===== src/include/aclc_map.svh =====
`ifndef ACLC_MAP_SVH
`define ACLC_MAP_SVH

// ****************************************************************
// Register byte offsets
// ****************************************************************
`define ACLC_OFS_ENV_ONE       8'h00
`define ACLC_OFS_ENV_THREE     8'h04
`define ACLC_OFS_CMP_PRIMARY   8'h08
`define ACLC_OFS_CMP_LATCH     8'h0c
`define ACLC_OFS_MODE          8'h10
`define ACLC_OFS_IRQ_ENABLE    8'h14
`define ACLC_OFS_IRQ_CAUSE     8'h18
`define ACLC_OFS_EXT_STATUS    8'h1c
`define ACLC_OFS_SEC_STATUS    8'h20
`define ACLC_OFS_COMMAND       8'h24
`define ACLC_OFS_LATCHED_BASE  8'h28
`define ACLC_OFS_COUNTER_BASE  8'h38

// ****************************************************************
// Field positions
// ****************************************************************
`define ACLC_BIT_LATCH_POL     23
`define ACLC_BIT_BUSY_LIMIT    14
`define ACLC_BIT_CORR_BASE     24
`define ACLC_BIT_HOLD_BASE     28
`define ACLC_BIT_LTM_LO        12
`define ACLC_BIT_SPEED_SEL     14
`define ACLC_BIT_CMD_ONLY      15
`define ACLC_BIT_CLR_BASE      24
`define ACLC_BIT_INHIBIT       11
`define ACLC_BIT_LATCH_EVT     14
`define ACLC_BIT_ORIGIN_EVT    15
`define ACLC_BIT_INPUT_STATE   14

// ****************************************************************
// Codes and reset values
// ****************************************************************
`define ACLC_LTM_LATCH_IN      2'h0
`define ACLC_LTM_ORIGIN        2'h1
`define ACLC_LTM_CMP_FOUR      2'h2
`define ACLC_LTM_CMP_FIVE      2'h3
`define ACLC_CMD_LATCH_NOW     8'h29
`define ACLC_MODE_TIMER        7'h47
`define ACLC_ABS_LIMIT         32'h00007fff
`define ACLC_REG_RESET         32'h00000000

`endif


===== src/include/aclc_pkg.sv =====
package aclc_pkg;

  typedef logic [31:0] aclc_word_t;

  typedef struct packed {
    logic [2:0]       latchSync;
    logic [2:0]       originSync;
    aclc_word_t       envOne;
    aclc_word_t       envThree;
    aclc_word_t       cmpPrimary;
    aclc_word_t       cmpLatch;
    aclc_word_t       mode;
    aclc_word_t       irqEnable;
    logic [1:0]       cause;
    aclc_word_t [3:0] counter;
    aclc_word_t [3:0] latched;
    logic             wrPend;
    logic [7:0]       wrAddr;
    aclc_word_t       rdData;
    aclc_word_t [4:0] cmpTarget;
  } aclc_state_t;

endpackage


===== src/rtl/aclc_core.sv =====
`timescale 1ns/100ps
`default_nettype none
`include "aclc_map.svh"

module aclc_core (
  input  wire logic              ref_clk,
  input  wire logic              rst_n,
  input  wire logic              hsel,
  input  wire logic [31:0]       haddr,
  input  wire logic [1:0]        htrans,
  input  wire logic              hwrite,
  input  wire logic [2:0]        hsize,
  input  wire logic [31:0]       hwdata,
  input  wire logic              hready,
  output logic                   hreadyout,
  output logic                   hresp,
  output logic [31:0]            hrdata,
  input  wire logic              latchTriggerInput,
  input  wire logic              originInput,
  input  wire logic [3:0]        countUp,
  input  wire logic [3:0]        countDown,
  input  wire logic              correctionActive,
  input  wire logic              axisBusyN,
  input  wire logic              cmpFourHit,
  input  wire logic              cmpFiveHit,
  input  wire aclc_pkg::aclc_word_t speedStep,
  input  wire aclc_pkg::aclc_word_t remainingPulseCount,
  input  wire aclc_pkg::aclc_word_t currentSpeedValue,
  output logic                   irqOut,
  output aclc_pkg::aclc_word_t   cmpTargetOne,
  output aclc_pkg::aclc_word_t   cmpTargetTwo,
  output aclc_pkg::aclc_word_t   cmpTargetThree,
  output aclc_pkg::aclc_word_t   cmpTargetFour,
  output aclc_pkg::aclc_word_t   cmpTargetFive
);
  import aclc_pkg::*;

  aclc_state_t s;
  aclc_state_t next_s;

  // ****************************************************************
  // Helpers
  // ****************************************************************

  // Counter three is compared by magnitude, capped at the top of range.
  function automatic aclc_word_t absCap(input aclc_word_t v);
    aclc_word_t m;
    m = v[31] ? (~v + 32'h00000001) : v;
    if (m > `ACLC_ABS_LIMIT) begin
      m = `ACLC_ABS_LIMIT;
    end
    return m;
  endfunction

  function automatic aclc_word_t pickCounter(input logic [1:0] sel,
                                             input aclc_word_t [3:0] c);
    aclc_word_t r;
    case (sel)
      2'h0: r = c[0];
      2'h1: r = c[1];
      2'h2: r = absCap(c[2]);
      default: r = c[3];
    endcase
    return r;
  endfunction

  function automatic aclc_word_t stepOf(input logic up, input logic down);
    aclc_word_t r;
    if (up && !down) begin
      r = 32'h00000001;
    end else if (down && !up) begin
      r = 32'hffffffff;
    end else begin
      r = 32'h00000000;
    end
    return r;
  endfunction

  // ****************************************************************
  // Next state
  // ****************************************************************
  always_comb begin
    logic       accept;
    logic       latchOn;
    logic       originOn;
    logic       latchEdge;
    logic       originEdge;
    logic       cmdLatch;
    logic       eventLatch;
    logic       doLatch;
    logic [3:0] countOk;
    logic       corrOk;
    logic [1:0] latch_timing_select;
    logic [2:0] c5sel;
    aclc_word_t rd;
    accept = 1'b0;
    latchOn = 1'b0;
    originOn = 1'b0;
    latchEdge = 1'b0;
    originEdge = 1'b0;
    cmdLatch = 1'b0;
    eventLatch = 1'b0;
    doLatch = 1'b0;
    countOk = 4'h0;
    corrOk = 1'b0;
    latch_timing_select = 2'h0;
    c5sel = 3'h0;
    rd = 32'h00000000;
    next_s = s;

    // Pins pass two flops; the third keeps history for edge detection.
    next_s.latchSync = {s.latchSync[1:0], latchTriggerInput};
    next_s.originSync = {s.originSync[1:0], originInput};
    // Polarity 1 makes the pin active low, so its fall is the turn-on.
    if (s.envOne[`ACLC_BIT_LATCH_POL]) begin
      latchOn = ~s.latchSync[1];
      latchEdge = ~s.latchSync[1] & s.latchSync[2];
    end else begin
      latchOn = s.latchSync[1];
      latchEdge = s.latchSync[1] & ~s.latchSync[2];
    end
    originOn = s.originSync[1];
    originEdge = s.originSync[1] & ~s.originSync[2];

    // ****************************************************************
    // Bus data phase: register writes land here; counter writes land in the counter loop
    // ****************************************************************
    if (s.wrPend) begin
      case (s.wrAddr)
        `ACLC_OFS_ENV_ONE:     next_s.envOne = hwdata;
        `ACLC_OFS_ENV_THREE:   next_s.envThree = hwdata;
        `ACLC_OFS_CMP_PRIMARY: next_s.cmpPrimary = hwdata;
        `ACLC_OFS_CMP_LATCH:   next_s.cmpLatch = hwdata;
        `ACLC_OFS_MODE:        next_s.mode = hwdata;
        `ACLC_OFS_IRQ_ENABLE:  next_s.irqEnable = hwdata;
        `ACLC_OFS_IRQ_CAUSE: begin
          // Write one to clear; a new event below still wins.
          next_s.cause = s.cause & ~hwdata[`ACLC_BIT_ORIGIN_EVT:`ACLC_BIT_LATCH_EVT];
        end
        `ACLC_OFS_COMMAND: begin
          cmdLatch = (hwdata[7:0] == `ACLC_CMD_LATCH_NOW);
        end
        default: begin
        end
      endcase
    end

    // ****************************************************************
    // Latch
    // ****************************************************************
    latch_timing_select = s.cmpLatch[`ACLC_BIT_LTM_LO+1:`ACLC_BIT_LTM_LO];
    case (latch_timing_select)
      `ACLC_LTM_LATCH_IN: eventLatch = latchEdge;
      `ACLC_LTM_ORIGIN:   eventLatch = originEdge;
      `ACLC_LTM_CMP_FOUR: eventLatch = cmpFourHit;
      default:            eventLatch = cmpFiveHit;
    endcase
    // The pulse-width floor on the pin is met by the two-flop sampler.
    doLatch = cmdLatch | (eventLatch & ~s.cmpLatch[`ACLC_BIT_CMD_ONLY]);
    if (doLatch) begin
      next_s.latched = s.counter;
      if (s.cmpLatch[`ACLC_BIT_SPEED_SEL]) begin
        next_s.latched[2] = speedStep;
      end
    end

    // ****************************************************************
    // Counters
    // ****************************************************************
    for (int i = 0; i < 4; i++) begin
      corrOk = ~correctionActive | s.envThree[`ACLC_BIT_CORR_BASE + i];
      if (i == 0) begin
        countOk[i] = corrOk
                   & (s.mode[6:0] != `ACLC_MODE_TIMER)
                   & ~s.mode[`ACLC_BIT_INHIBIT];
      end else begin
        countOk[i] = corrOk & ~s.envThree[`ACLC_BIT_HOLD_BASE + i];
      end
      if (i == 3 && s.envThree[`ACLC_BIT_BUSY_LIMIT]) begin
        countOk[i] = countOk[i] & ~axisBusyN;
      end
      if (doLatch && s.cmpLatch[`ACLC_BIT_CLR_BASE + i]) begin
        // Clearing keeps this cycle's pulse if the counter may count, so it ends at its step (one for an up pulse); a held counter ends at zero.
        next_s.counter[i] = countOk[i] ? stepOf(countUp[i], countDown[i])
                                       : 32'h00000000;
      end else if (countOk[i]) begin
        next_s.counter[i] = s.counter[i] + stepOf(countUp[i], countDown[i]);
      end
      if (s.wrPend && s.wrAddr == (`ACLC_OFS_COUNTER_BASE + 8'(i * 4))) begin
        next_s.counter[i] = hwdata;
      end
    end

    // ****************************************************************
    // Event flags: set wins over clear
    // ****************************************************************
    if (latchEdge && latch_timing_select == `ACLC_LTM_LATCH_IN) begin
      next_s.cause[0] = 1'b1;
    end
    if (originEdge && latch_timing_select == `ACLC_LTM_ORIGIN) begin
      next_s.cause[1] = 1'b1;
    end

    // ****************************************************************
    // Comparator sources
    // ****************************************************************
    for (int k = 0; k < 4; k++) begin
      next_s.cmpTarget[k] = pickCounter(s.cmpPrimary[k*8 +: 2], s.counter);
    end
    c5sel = s.cmpLatch[2:0];
    case (c5sel)
      3'h4:    next_s.cmpTarget[4] = remainingPulseCount;
      3'h5:    next_s.cmpTarget[4] = currentSpeedValue;
      3'h6:    next_s.cmpTarget[4] = 32'h00000000;
      3'h7:    next_s.cmpTarget[4] = 32'h00000000;
      default: next_s.cmpTarget[4] = pickCounter(c5sel[1:0], s.counter);
    endcase

    // ****************************************************************
    // Bus address phase: reads are decoded from the updated state, except pin status, which uses the current samples
    // ****************************************************************
    accept = hsel & htrans[1] & hready;
    next_s.wrPend = accept & hwrite;
    next_s.wrAddr = accept ? haddr[7:0] : 8'h00;
    if (accept && !hwrite) begin
      case (haddr[7:0])
        `ACLC_OFS_ENV_ONE:     rd = next_s.envOne;
        `ACLC_OFS_ENV_THREE:   rd = next_s.envThree;
        `ACLC_OFS_CMP_PRIMARY: rd = next_s.cmpPrimary;
        `ACLC_OFS_CMP_LATCH:   rd = next_s.cmpLatch;
        `ACLC_OFS_MODE:        rd = next_s.mode;
        `ACLC_OFS_IRQ_ENABLE:  rd = next_s.irqEnable;
        `ACLC_OFS_IRQ_CAUSE: begin
          rd[`ACLC_BIT_ORIGIN_EVT:`ACLC_BIT_LATCH_EVT] = next_s.cause;
        end
        `ACLC_OFS_EXT_STATUS:  rd[`ACLC_BIT_INPUT_STATE] = latchOn;
        `ACLC_OFS_SEC_STATUS:  rd[`ACLC_BIT_INPUT_STATE] = originOn;
        default: begin
          for (int j = 0; j < 4; j++) begin
            if (haddr[7:0] == `ACLC_OFS_LATCHED_BASE + 8'(j * 4)) begin
              rd = next_s.latched[j];
            end
            if (haddr[7:0] == `ACLC_OFS_COUNTER_BASE + 8'(j * 4)) begin
              rd = next_s.counter[j];
            end
          end
        end
      endcase
      next_s.rdData = rd;
    end
  end

  // ****************************************************************
  // State register
  // ****************************************************************
  always_ff @(posedge ref_clk) begin
    if (!rst_n) begin
      s <= '0;
      s.envOne <= `ACLC_REG_RESET;
    end else begin
      s <= next_s;
    end
  end

  // ****************************************************************
  // Outputs
  // ****************************************************************
  // The slave never stretches a transfer, so the bus runs at full rate.
  assign hreadyout = 1'b1;
  assign hresp = 1'b0;
  assign hrdata = s.rdData;
  assign irqOut = |(s.cause & s.irqEnable[`ACLC_BIT_ORIGIN_EVT:`ACLC_BIT_LATCH_EVT]);
  assign cmpTargetOne = s.cmpTarget[0];
  assign cmpTargetTwo = s.cmpTarget[1];
  assign cmpTargetThree = s.cmpTarget[2];
  assign cmpTargetFour = s.cmpTarget[3];
  assign cmpTargetFive = s.cmpTarget[4];

endmodule

`default_nettype wire


===== config.mk =====
export PLATFORM = sky130hd
export DESIGN_NAME = aclc_core
export DESIGN_NICKNAME = d
export VERILOG_FILES = /design/src/include/aclc_pkg.sv /design/src/rtl/aclc_core.sv
export VERILOG_INCLUDE_DIRS = /design/src /design/src/include
export SDC_FILE = /design/constraint.sdc
export NUM_CORES = 2
export LEC_CHECK = 0
export BUFFER_PORTS_ARGS = -buffer_cell sky130_fd_sc_hd__buf_2
export CORE_ASPECT_RATIO = 2
export CORE_UTILIZATION = 40
export CTS_CLUSTER_SIZE = 24
export DETAILED_ROUTE_END_ITERATION = 10
export GPL_TIMING_DRIVEN = 0
export HOLD_SLACK_MARGIN = 0.03
export SYNTH_ARGS = -nofsm -noshare
export SYNTH_HDL_FRONTEND = slang
export SYNTH_SLANG_ARGS = --single-unit
export TNS_END_PERCENT = 5

===== constraint.sdc =====
create_clock -name ref_clk -period 10.61 [get_ports ref_clk]
set_clock_uncertainty 0.2 [all_clocks]
set_input_delay 1.5915 -clock ref_clk [delete_from_list [all_inputs] [get_ports ref_clk]]
set_output_delay 1.5915 -clock ref_clk [all_outputs]
set_load 0.02 [all_outputs]

==> qor.yml, run 1 <==
outcome:
  outcome: "stopped before the end"
  lastStage: "global routing"
  toolErrorMsg: "[ERROR GRT-0116] Global routing finished with congestion. Check the congestion regions in the DRC Viewer."
yosys:
  synth_edf_count: 0
  synth_cell_types: 94
  yosys.area.top_type_share_pct: 32.40
  syn_avg_cell_area_um2: 7.907
  synth_fp_nets: 5423
  async_reset_ff_share_pct: 0
  ys.flop_type: "dfxtp_1"
  synth_area_leader_cell: "dfxtp_1"
  netlist_area_um2: 40600
  seq_area_frac_synth_pct: 32.40
  ys_top_cells_by_area: "dfxtp_1 (32%), mux2i_1 (11%), nor2_1 (7.9%)"
  yosysWarnings: 0
  syn-instance-count: 5135
  ys_seq_elements: 657
global_route:
  grt_max_degree: 32
  grt_overflow: 34
  grt_use_total_pct: 57.22
  grt_pass1_wl_mm: 405.4
  grt_pass1_vias: 47070
die:
  die_h_um: 452.6
  ios: 379
  die_w_um: 227.3
  initial_core_util_pct: 40.30
  rows: 165
cts:
  numCtsBuffers: 60
  cts-root-buf: "clkbuf_16"
  cts_hold_buffers: 0
  clkSinkCount: 657
  cts_setup_buffers: 0
  cts_max_path_buffers: 3
  htree_levels: 2
  post_cts_resize_count: 0
placed_design:
  io_buffers: 340
  dpl.hpwl_mm: 215.8
  pre_cts_slack_ns: 0.8961
  gp_congestion: 1.130
-- cells in the mapped netlist (64+ instances only) --
cell / instances
o21ai_0: 360
buf_4: 194
ha_1: 101
o221ai_1: 94
dfxtp_1: 657
mux2_2: 68
nor2_1: 856
clkbuf_1: 366
o22ai_1: 103
and2_1: 64
mux2i_1: 462
nor3_1: 107
a21oi_1: 430
nand2_1: 244
-- logic make-up after synthesis --
logic type      count (synthesis)  share of synthesized area, %
compound gates               1481                         23.21
xor+xnor                      105                         2.265
fa+ha+maj                     104                         3.261
buf+inv                       687                         8.253
flops                         657                         32.40
mux                           531                         13.31
other cells                     2                       0.01850
simple gates                 1568                         17.29
-- metrics by stage --
| step | cell area, um2 | cells |
|---|---|---|
| after detailed placement | 44220 | 6824 |
| after global placement | 43970 | 6811 |
| after CTS | 46230 | 6931 |
| after floorplan | 40600 | 5135 |
-- layer usage --
metal | GRT usage [%] | overflow
met3 | 26.69 | 0
met1 | 55.70 | 0
met5 | 0.9148 | 0
met4 | 61.89 | 15
met2 | 84.91 | 19
==> inputs of run 2 (changes only) <==
- CORE_ASPECT_RATIO: 2 -> not set
- CORE_UTILIZATION: 40 -> 25
- CTS_CLUSTER_SIZE: 24 -> not set
- HOLD_SLACK_MARGIN: 0.03 -> not set
- PLACE_DENSITY_LB_ADDON: not set -> 0.15
==> run 2 against run 1 <==
Net effect:
- the flow now finishes, with violations (max-capacitance violations, max-slew violations)
- area after synthesis unchanged
- synthesized cell count is the same
==> qor.yml, run 2 <==
die:
  rows: 147
  die_area_um2: 164000
  core_area_um2: 160900
  initial_core_util_pct: 25.23
  die_w_um: 405.0
  ios: 379
  die_h_um: 405.0
pwr:
  p_per_area_nw_per_um2: 151.8
  ir_drop_mv: 0.1197
  p_leak_nw: 19.60
yosys:
  syn-instance-count: 5135
  yosys.area.top_type_share_pct: 32.40
  ys_seq_elements: 657
  yosysWarnings: 0
  synth_area_leader_cell: "dfxtp_1"
  ys.flop_type: "dfxtp_1"
  synth_cell_types: 94
  syn_avg_cell_area_um2: 7.907
  async_reset_ff_share_pct: 0
  synth_commonest_cells: "nor2_1 (856), dfxtp_1 (657), mux2i_1 (462), a21oi_1 (430), clkbuf_1 (366)"
  synthMostInstantiatedCell: "nor2_1"
  synth_edf_count: 0
  seq_area_frac_synth_pct: 32.40
  netlist_area_um2: 40600
  synth_fp_nets: 5423
  ys_top_cells_by_area: "dfxtp_1 (32%), mux2i_1 (11%), nor2_1 (7.9%)"
route:
  drt_pre_antenna_iters: 6
  postRouteAntennaNets: 0
  drt_iter0_markers: 5688
  vias: 44700
  drc: 0
  wl_per_cell_um: 33.14
  wl_mm: 259.5
  routed_via_density: 5.710
cts:
  clk_pin_slew_worst_paths_ns: 0.06
  cts-root-buf: "clkbuf_16"
  cts_setup_buffers: 0
  post_cts_resize_count: 0
  htree_levels: 3
  cts_tree: "built"
  clkSinkCount: 657
  numCtsBuffers: 85
  clk_latency_ns: 0.73
  cts_max_path_buffers: 3
  cts_hold_buffers: 0
global_route:
  grt_overflow: 0
  grt_pass1_vias: 41170
  grt_use_total_pct: 30.51
  antenna_found_initial: 33
  grt_pass1_wl_mm: 345.7
  grt_max_degree: 33
final_layout:
  drive_gt1_share_pct: 14.99
  largest_register_ffs: 461
  top_register: "s"
  final_cell_mix: "nor2_1 (856), dfxtp_1 (657), mux2i_1 (462)"
  fillCellCount: 17690
  fin_nets: 5862
  syn_to_final_growth_pct: 19.00
  final_common_cell: "nor2_1"
placed_design:
  dpl.hpwl_mm: 201.5
  io_buffers: 340
  gp_congestion: 1.079
min_path:
  hold_class: "reg2reg"
worst_setup_path:
  cp_common_cell: "buf_2"
  crit_path_start_kind: "input pin"
  slowest_stage: "o31ai_1"
  cp_data_required_time_ns: 11.02
  cp_max_fo: 10
  crit_arrival_ns: 9.65
  path_cells: "buf_2 > inv_1 > ha_1 > buf_2 > buf_2 > buf_2 > buf_2 > clkbuf_1 > clkbuf_1 > clkbuf_1 > xor2_1 > ha_1 > or4_1 > o221ai_1 > o31ai_1 > o211a_1 > a2bb2oi_1 > mux2i_1 > and3_1 > a221oi_1 > nor3_1 > o221ai_1 > a22o_1"
  endpoint_kind: "flop"
  critical_path_class: "in2reg"
  critical_path.max_stage_delay_ns: 1.00
sta:
  whs_ns: 0.2321
  rsz0062_at_grt: "no"
  tns_ns: 0
  fin_crit_ns: 9.237
  hold_viol_final: 0
  period_share_pct: 87.06
  fmax_ghz: 0.1083
  tightest_slew_ns: 1.665
  setup_viol: 0
  relSlewSlack_pct: -10.98
  final-max-slew-violation-count: 120
outcome:
  outcome: "complete, but fails checks"
  violations: "max-capacitance violations, max-slew violations"
job:
  maxCapViolCount: 12
run 2: cell counts after synthesis:
No cell type changed its count.
run 2: critical path: cells and delay by family:
family,cells,cell delay (ns)
compound gates,7,2.91
mux,1,0.23
buf+inv,9,3.03
xor+xnor,1,0.19
fa+ha+maj,2,0.60
simple gates,3,1.05
run 2: power breakdown:
part	total (mW)	internal (mW)	switching, mW	leakage (nW)
sequential	2.74	2.55	0.189	5.33
combinational	1.38	0.432	0.952	12.8
clock	3.21	1.89	1.32	1.48
run 2: kinds of logic (layout without fill, tap and decap cells):
kind of cell               count (synthesis)  in the layout  share of synthesized area, %
and+or+nand+nor                         1568           1568                         17.29
AOI/OAI and AO/OA                       1481           1481                         23.21
buffers and inverters                    687           1197                         8.253
DFF                                      657            657                         32.40
muxes                                    531            531                         13.31
xor gates and xnor gates                 105            105                         2.265
adders and majority gates                104            104                         3.261
other                                      2             25                       0.01850
run 2: worst paths after layout:
kind	start	endpoint	slack (ns)	cells after the start
setup / recovery	countUp[0]	hrdata[30]$_SDFFE_PN0P_	1.37	23
hold / removal	next_s[655]$_SDFF_PN0_	next_s[656]$_SDFF_PN0_	0.23	1
setup reg to reg	next_s[656]$_SDFF_PN0_	hrdata[19]$_SDFFE_PN0P_	4.25	11
hold reg to reg	next_s[655]$_SDFF_PN0_	next_s[656]$_SDFF_PN0_	0.23	1
run 2: per-layer routing:
metal / part of all wire, % / global-route usage (%) / wire length [um]
met5: 0.020 / 0 / 52
met3: 10 / 8.270 / 26650
met1: 41 / 39.46 / 107300
met4: 6.8 / 18.45 / 17650
met2: 42 / 44.87 / 107800
run 2: final cells by class:
cell class / count / area [um2] / area share [%]
Multi-Input combinational cell: 3791 / 24170 / 50.03
Sequential cell: 657 / 13150 / 27.22
Buffer: 625 / 3119 / 6.456
Tap cell: 2160 / 2703 / 5.594
Clock buffer: 115 / 2431 / 5.032
Timing Repair Buffer: 352 / 1847 / 3.823
Clock inverter: 43 / 600.6 / 1.243
Inverter: 62 / 232.7 / 0.4817
Antenna cell: 23 / 57.56 / 0.1191
run 2: metrics by stage:
stage                     instances  power [mW]  util, %  worst slack [ns]  instance area, um2
final                          7828       7.336    30.02             1.373               48310
after global routing           7807       7.502    29.99             1.296               48260
after CTS                      7804       7.298    29.97             1.747               48240
after detailed placement       7646       4.110    28.09             1.042               45200
after global placement         7635       4.104    27.96             1.019               45000
after floorplan                5135       3.454        -             4.169               40600
(Power assumes the default switching activity.)
